`config.mk`:
```
export PLATFORM = sky130hd
export DESIGN_NAME = ifa_gate_ctrl
export DESIGN_NICKNAME = d
export VERILOG_FILES = /design/src/core/ifa_pkg.sv /design/src/core/ifa_gate_ctrl.sv /design/src/core/ifa_sync.sv
export SDC_FILE = /design/constraint.sdc
export NUM_CORES = 1
export LEC_CHECK = 0
export ABC_AREA = 0
export BUFFER_PORTS_ARGS = -buffer_cell sky130_fd_sc_hd__buf_2
export CAP_MARGIN = 20
export CORE_ASPECT_RATIO = 0.5
export CORE_MARGIN = 2
export CORE_UTILIZATION = 42
export DETAILED_ROUTE_END_ITERATION = 8
export PLACE_DENSITY = 0.56
export SLEW_MARGIN = 20
export SYNTH_ARGS = -nofsm -noshare
export SYNTH_HDL_FRONTEND = slang
export SYNTH_SLANG_ARGS = --single-unit
export TNS_END_PERCENT = 1
```
`constraint.sdc`:
```
create_clock -name CLOCK -period 3.4 [get_ports CLOCK]
set_input_delay 0.68 -clock CLOCK [delete_from_list [all_inputs] [get_ports CLOCK]]
set_output_delay 0.68 -clock CLOCK [all_outputs]
set_load 0.02 [all_outputs]
```
`src/core/ifa_pkg.sv`:
```
// Package for the fault and alarm gate control block.
// Assumes one 100 MHz clock and a synchronous active-high reset.
package ifa_pkg;
   // Clock period in ns
   localparam int unsigned CLK_PERIOD_NS   = 10;
   // Recovery period after a non-latched fault clears, in ns
   localparam int unsigned RECOVERY_NS     = 1000;
   localparam int unsigned RECOVERY_CYCLES =
      (RECOVERY_NS + CLK_PERIOD_NS - 1) / CLK_PERIOD_NS;
   localparam int unsigned REC_W           = 16;
   localparam logic [REC_W-1:0] REC_ZERO   = 16'h0000;
   localparam logic [REC_W-1:0] REC_ONE    = 16'h0001;

   // Gate state machine
   typedef enum logic [1:0] {
      IFA_OFF,
      IFA_ON,
      IFA_FAULT,
      IFA_RECOVER
   } ifa_state_t;

   // Synchronised comparator and control inputs
   typedef struct packed {
      logic fault_cmp;
      logic alarm_cmp;
      logic enable;
      logic chip_en;
   } ifa_inputs_t;

   // Indicator outputs, active low
   typedef struct packed {
      logic power_ok_n;
      logic fault_n;
      logic alarm_n;
   } ifa_status_t;
endpackage

```
`src/core/ifa_gate_ctrl.sv`:
```
// Fault and alarm gate control of an isolated switch driver.
// Assumes comparator results and enables arrive as asynchronous levels.
//
// Overview of operation
// Fault comparator high forces gate drive low, fault indicator low.
// Alarm comparator high drives alarm indicator low; gate unaffected.
// Latched build: fault holds gate and indicator low until enable low with comparator clear.
// Non-latched build: fault indicator releases once comparator clears.
// Non-latched build: gate follows enable only after a recovery wait.
// Non-latched build: while fault persists, indicator and gate stay low.
// Power good, fault and alarm reported on active-low indicators.
// Controller drives enable high for gate on, low for off.
// Chip-enable low disables the device with gate drive off.
// Comparator and enable inputs synchronised; recovery count and latch mode are parameters.
module ifa_gate_ctrl
   import ifa_pkg::*;
#(
   parameter bit          LATCHED_FAULT = 1'b0,
   parameter int unsigned RECOVERY_CNT  = RECOVERY_CYCLES
)
(
   input  wire logic CLOCK,
   input  wire logic RST,
   input  wire logic ENABLE,
   input  wire logic CHIP_ENABLE,
   input  wire logic FAULT_COMPARE_INPUT,
   input  wire logic ALARM_COMPARE_INPUT,
   output logic      GATE_DRIVE_OUT,
   output logic      POWER_OK_INDICATOR_N,
   output logic      FAULT_INDICATOR_N,
   output logic      ALARM_INDICATOR_N
);
   localparam logic [REC_W-1:0] REC_LOAD = REC_W'(RECOVERY_CNT);
   // Indicators released: every active-low flag high
   localparam ifa_status_t      STAT_IDLE = '1;

   // Whole module state
   typedef struct packed {
      ifa_state_t        st;
      logic [REC_W-1:0]  rec_cnt;
      logic              gate;
      ifa_status_t       stat;
   } ifa_ctrl_state_t;

   ifa_inputs_t     raw_in;
   ifa_inputs_t     sync_in;
   ifa_ctrl_state_t s_q;
   ifa_ctrl_state_t s_d;

   assign raw_in.fault_cmp = FAULT_COMPARE_INPUT;
   assign raw_in.alarm_cmp = ALARM_COMPARE_INPUT;
   assign raw_in.enable    = ENABLE;
   assign raw_in.chip_en   = CHIP_ENABLE;

   // Every comparator and enable level crosses two flops first
   ifa_sync u_sync (
      .clk  (CLOCK),
      .rst  (RST),
      .din  (raw_in),
      .dout (sync_in)
   );

   // Gate may be on only when both enables are high
   function automatic logic ifa_allowed(input ifa_inputs_t i);
      return i.enable & i.chip_en;
   endfunction

   // Next-state logic; fault checked first so it beats enable
   always_comb
   begin
      s_d = s_q;
      s_d.stat.alarm_n    = ~sync_in.alarm_cmp;
      s_d.stat.power_ok_n = ~sync_in.chip_en;
      case (s_q.st)
         IFA_OFF:
         begin
            if (sync_in.fault_cmp)
               s_d.st = IFA_FAULT;
            else if (ifa_allowed(sync_in))
               s_d.st = IFA_ON;
         end
         IFA_ON:
         begin
            if (sync_in.fault_cmp)
               s_d.st = IFA_FAULT;
            else if (!ifa_allowed(sync_in))
               s_d.st = IFA_OFF;
         end
         IFA_FAULT:
         begin
            if (LATCHED_FAULT)
            begin
               // Held until enable is low and comparator clear; comparator clearing alone does not release
               if (!sync_in.enable && !sync_in.fault_cmp)
                  s_d.st = IFA_OFF;
            end
            else if (!sync_in.fault_cmp)
            begin
               s_d.st      = IFA_RECOVER;
               s_d.rec_cnt = REC_LOAD;
            end
         end
         IFA_RECOVER:
         begin
            if (sync_in.fault_cmp)
               s_d.st = IFA_FAULT;
            else if (s_q.rec_cnt <= REC_ONE)
               s_d.st = IFA_OFF;
            else
               s_d.rec_cnt = s_q.rec_cnt - REC_ONE;
         end
         default:
            s_d.st = IFA_OFF;
      endcase
      // Gate and fault flag follow the new state; fault low in FAULT only
      s_d.gate         = (s_d.st == IFA_ON);
      s_d.stat.fault_n = (s_d.st != IFA_FAULT);
   end

   always_ff @(posedge CLOCK)
   begin
      if (RST)
      begin
         s_q         <= '0;
         s_q.st      <= IFA_OFF;
         s_q.rec_cnt <= REC_ZERO;
         s_q.stat    <= STAT_IDLE;
      end
      else
         s_q <= s_d;
   end

   // Registered outputs
   assign GATE_DRIVE_OUT       = s_q.gate;
   assign POWER_OK_INDICATOR_N = s_q.stat.power_ok_n;
   assign FAULT_INDICATOR_N    = s_q.stat.fault_n;
   assign ALARM_INDICATOR_N    = s_q.stat.alarm_n;
endmodule

```
`src/core/ifa_sync.sv`:
```
// Two-flop synchroniser for a bundle of input levels.
// Assumes inputs are asynchronous to CLOCK.
module ifa_sync
   import ifa_pkg::*;
(
   input  wire logic        clk,
   input  wire logic        rst,
   input  wire ifa_inputs_t din,
   output ifa_inputs_t      dout
);
   // State: both stages in one struct
   typedef struct packed {
      ifa_inputs_t meta;
      ifa_inputs_t sync;
   } ifa_sync_state_t;

   ifa_sync_state_t s_q;
   ifa_sync_state_t s_d;

   // Stage shift; only the second stage is read outside
   always_comb
   begin
      s_d      = s_q;
      s_d.meta = din;
      s_d.sync = s_q.meta;
   end

   always_ff @(posedge clk)
   begin
      if (rst)
         s_q <= '0;
      else
         s_q <= s_d;
   end

   assign dout = s_q.sync;
endmodule

```
Word-level counts from Yosys, hierarchy flattened

Index checks and enable logic that the tools add are counted.

Add/sub/neg operators: 1
$lt $le $gt $ge: 1
Equality and inequality tests: 8
Multiplexer cells: 11
Bitwise logic cells: 3
Reductions and logical operators: 3

Operators by type and width:

| operator                                                                          | count |
|---|---|
| 16-bit two-way mux                                                                | 2 |
| 16-bit one-hot mux with 2 select lines                                            | 1 |
| 18-bit two-way mux                                                                | 1 |
| 16-bit by 1-bit less-or-equal comparator with 1-bit output, second input constant | 1 |
| 16-bit by 1-bit subtractor with 16-bit output, second input constant              | 1 |
| 2-bit two-way mux                                                                 | 6 |
| 2-bit inequality test, second input constant                                      | 4 |
| 2-bit one-hot mux with 4 select lines                                             | 1 |
| 2-bit by 1-bit == test with 1-bit output, second input constant                   | 2 |
| 2-bit == test, second input constant                                              | 2 |
| 4-bit AND reduction                                                               | 1 |
| 2-bit zero test                                                                   | 1 |
| 1-bit inverter                                                                    | 2 |
| 2-bit nonzero test                                                                | 1 |
| 1-bit AND                                                                         | 1 |

Flip-flop bits (word level): 30
Input bits: 6
Output and inout bits: 4
Logic and storage cells: 41

Logic depth before layout (Yosys ltp)

Depth in word-level cells: 5
Gate-level depth with buffers: 7
Mapped depth without buffers: 7

Cells and area by module

A second synthesis with hierarchy kept.

Cell total of the unflattened synthesis: 127
Area total of the unflattened synthesis: 1224.9 um2

By module, submodules not included:

| module        | instances | cells each | area each (um2) | seq. area each (um2) |
|---|---|---|---|---|
| ifa_gate_ctrl | 1         | 111        | 1014.7          | 440.4 |
| ifa_sync      | 1         | 16         | 210.2           | 160.2 |

Worst setup path before layout

Ideal clock, no wire load.

Path type: flip-flop to flip-flop
From: register s_q[19] in the netlist's numbering
To: register s_q[12] in the netlist's numbering
Setup time: 0.123 ns
Data arrival time: 1.732 ns
Required time: 3.277 ns
Setup slack: 1.545 ns
Cell stages (with the launch flop): 6
Path buffers: 0
Period minus slack after synthesis: 1.855 ns
Cell sequence: dfxtp_1 > or4_4 > nor4_4 > a21oi_1 > nand2_1 > mux2_1

Cells in the longest elaborated chain, start to end: 3

RTL lines:

| element                                                    | RTL line             | text |
|---|---|---|
| start: declaration                                         | ifa_gate_ctrl.sv:47  | `ifa_ctrl_state_t s_q;` |
| 16-bit by 1-bit less-or-equal comparator with 1-bit output | ifa_gate_ctrl.sv:107 | `else if (s_q.rec_cnt <= REC_ONE)` |
| 2-bit inequality test (no source line)                     | n/a                  |  |
| 4-bit AND reduction (no source line)                       | n/a                  |  |

No other way between the ends.
A chain may end at the register's enable or synchronous reset.

Worst setup path in the final report

From: register s_q[19] in the netlist's numbering
To: register s_q[6] in the netlist's numbering

The elaborated chain is that of the path after synthesis.

==> impl_metrics.csv <==
group,metric,value,unit
detailed_routing,firstDrtPassIters,4,
detailed_routing,first_iter_violations,25,
die,rows,14,
clock_network,cts_sinks,30,
yosys,ys_seq_elements,30,
critical_path,arrival,2.18,ns
sta,setup_viol,0,
clock_network,cts_max_level,2,
die,die_h,43.4,um
clock_network,cts-hold-fix-buffers,0,
sta,tns,0,ns
yosys,synth_nets,146,
yosys,syn_avg_cell_area,9.44,um2
die,core,2980,um2
critical_path,cp_data_required_time,3.54,ns
clock_network,clk_pin_slew,0.07,ns
finish,final_nets,159,
yosys,yosys_warnings,0,
sta,max_slew_margin,65.2,%
yosys,yosys.cell_types.count,41,
detailed_routing,ant_nets,0,
finish,layout_common_cells,"dfxtp_1 (30), nor2_1 (17), inv_1 (10)",
grt,grt_util_all_layers,15.3,%
finish,area_delta_synth_final,12.5,%
pwr,sequentialPowerShare,51.2,%
yosys,synthesis.instances,138,
sta,fin_crit,2.04,ns
die,io_pins,10,
clock_network,cts-resized-gates,0,
finish,n_antenna_cell,0,
pwr,vdd_drop_max,0.249,mV
detailed_routing,drc_errors,0,
pwr,p_switching,0.000203,W
sta,hold_slack,0.374,ns
detailed_routing,vias,987,
detailed_routing,wl_per_cell,12.0,um
clock_network,cts_buffers,5,
run_status,outcome,"complete, no violations",
pwr,p_comb_share,13.4,%
die,die_w,82.8,um
pwr,power_frac_clock,35.3,%
clock_network,postCtsSetupBuffers,0,
placement,dp_hpwl,1580,um
sta,fin_skew,0.00538,ns
clock_network,clock_path_buffers,2,
finish,drive_gt1_share,17.2,%
clock_network,cts_root_buf,"clkbuf_8",
detailed_routing,viasPerCell,5.17,
critical_path,cpMostUsedCell,"a311oi_1",
hold_path,hold_path_class,"flip-flop to flip-flop",
placement,port_buffers,9,
pwr,intPower,0.000548,W
critical_path,path_class,"flip-flop to flip-flop",
critical_path,path_cells,"or4_4 -> nor4_4 -> nand3_2 -> a311oi_1 -> a311oi_1",
critical_path,crit_fanout,8,
pwr,p_sw_share,27.0,%
die,start_util,43.7,%
grt,grt_pass1_wl,3950,um
pwr,leakagePower,0.520,nW
yosys,synthArstFlopShare,0,%
yosys,synth-edff-count,0,
grt,gr-total-overflow,0,
finish,final_common_cell,"dfxtp_1",
sta,rsz0062_at_grt,"no",
sta,fmax,490,MHz
sta,hold_violations,0,
critical_path,endpoint_kind,"flip-flop",
run,max_cap_viol_count,0,
placement,gp_congestion,0.758,
yosys,seq_area_frac_synth,46.1,%
clock_network,insertion_delay,0.28,ns
sta,tightest_slew,0.518,ns
yosys,syn_area,1300,um2
sta,finalCritPeriodShare,60.0,%
die,die-area,3590,um2
grt,grt_max_degree,22,
critical_path,critical_path.startpoint_type,"flip-flop",
critical_path,crit_path_top_delay_cell,"or4_4",
sta,slew_viol_final,0,
clock_network,tritoncts,"yes",
critical_path,cpPeakStageDelay,0.55,ns
yosys,dominantRegCellSynth,"dfxtp_1",
pwr,power.density,513,nW/um2
grt,grt_pass1_vias,880,
detailed_routing,wl,2300,um
grt,antenna_found_initial,0,
-- per-layer routing --
metal  up-vias  GRT usage, %  wire length (um)
li1        504             -                 -
met1       459          20.7              1210
met2        20          21.5               949
met3         4          6.88               105
met4         0          5.90                27
met5         -             0                 0
-- final timing paths --
check                  from                end  slack [ns]  cells after the start
max                 s_q[19]             s_q[6]        1.36                      5
min          u_sync.dout[2]  ALARM_INDICATOR_N        0.37                      1
max reg2reg         s_q[19]             s_q[6]        1.36                      5
min reg2reg  u_sync.dout[2]  ALARM_INDICATOR_N        0.37                      1
-- power by group through the flow --
stage	Combinational (W)	Clock [W]	Sequential [W]
global route	0.000113	0.000294	0.000387
detailed placement	0.000101	0	0.000393
CTS	0.000102	0.000276	0.000385
finish	0.000101	0.000266	0.000385
floorplan	0.0000825	0	0.000390
global placement	0.000102	0	0.000392
-- through the flow --
step	instance area [um2]	power [W]	utilization (%)	std cells	worst slack, ns
after detailed placement	1390	0.000494	46.6	184	1.37
after global routing	1470	0.000794	49.2	191	1.26
final	1470	0.000752	49.2	191	1.36
after CTS	1470	0.000763	49.2	191	1.35
after floorplan	1300	0.000473	-	138	1.54
after global placement	1390	0.000495	46.6	184	1.36
-- worst max-delay path, delay by kind of cell, from the launching register on --
kind	cells	cell delay, ns
and+or+nand+nor	3	1.18
AOI/OAI and AO/OA	2	0.40
DFF	1	0.32
-- cells in the mapped netlist, types with 2 or more instances --
master / n / share of area [%]
nand3_1: 2 / 0.77
a21oi_1: 6 / 2.3
and2_1: 2 / 0.96
a311oi_1: 2 / 1.3
nand2_1: 7 / 2.0
inv_1: 10 / 2.9
a2111oi_0: 2 / 1.3
or3_1: 2 / 0.96
ha_1: 2 / 1.9
nor3_1: 4 / 1.5
o21ai_0: 2 / 0.77
xnor2_1: 4 / 2.7
nand3b_1: 2 / 1.2
nand2b_1: 4 / 1.9
a31o_1: 2 / 1.3
nor2_1: 17 / 4.9
clkbuf_1: 3 / 0.86
nor2b_1: 9 / 4.3
nor4_4: 2 / 3.3
dfxtp_1: 30 / 46
nand4_1: 2 / 0.96
a211oi_1: 3 / 1.7
-- layout make-up --
type	instances	area, um2
Timing Repair Buffer	9	45.0
Inverter	10	37.5
Multi-Input combinational cell	95	653
Fill cell	299	1510
Clock buffer	5	68.8
Clock inverter	2	10.0
Sequential cell	30	601
Tap cell	40	50.0
-- cell families (layout without fill, tap and decap cells) --
logic type               after synthesis  after routing  share of synthesized area (%)
buffers and inverters                 13             26                           3.75
flip-flops                            30             30                           46.1
AND/OR/NAND/NOR                       61             61                           28.0
multiplexers                           2              2                           1.63
XOR/XNOR                               4              4                           2.69
adder cells (fa/ha/maj)                2              2                           1.92
AO/OA/AOI/OAI                         26             26                           15.9
-- flip-flops by register name, summed over array words and instances (netlist names) --
signal                cells
ALARM_INDICATOR_N         1
s_q                      18
u_sync.dout               4
GATE_DRIVE_OUT            1
POWER_OK_INDICATOR_N      1
FAULT_INDICATOR_N         1
u_sync.s_d                4
Power figures use the tool's default switching activity.
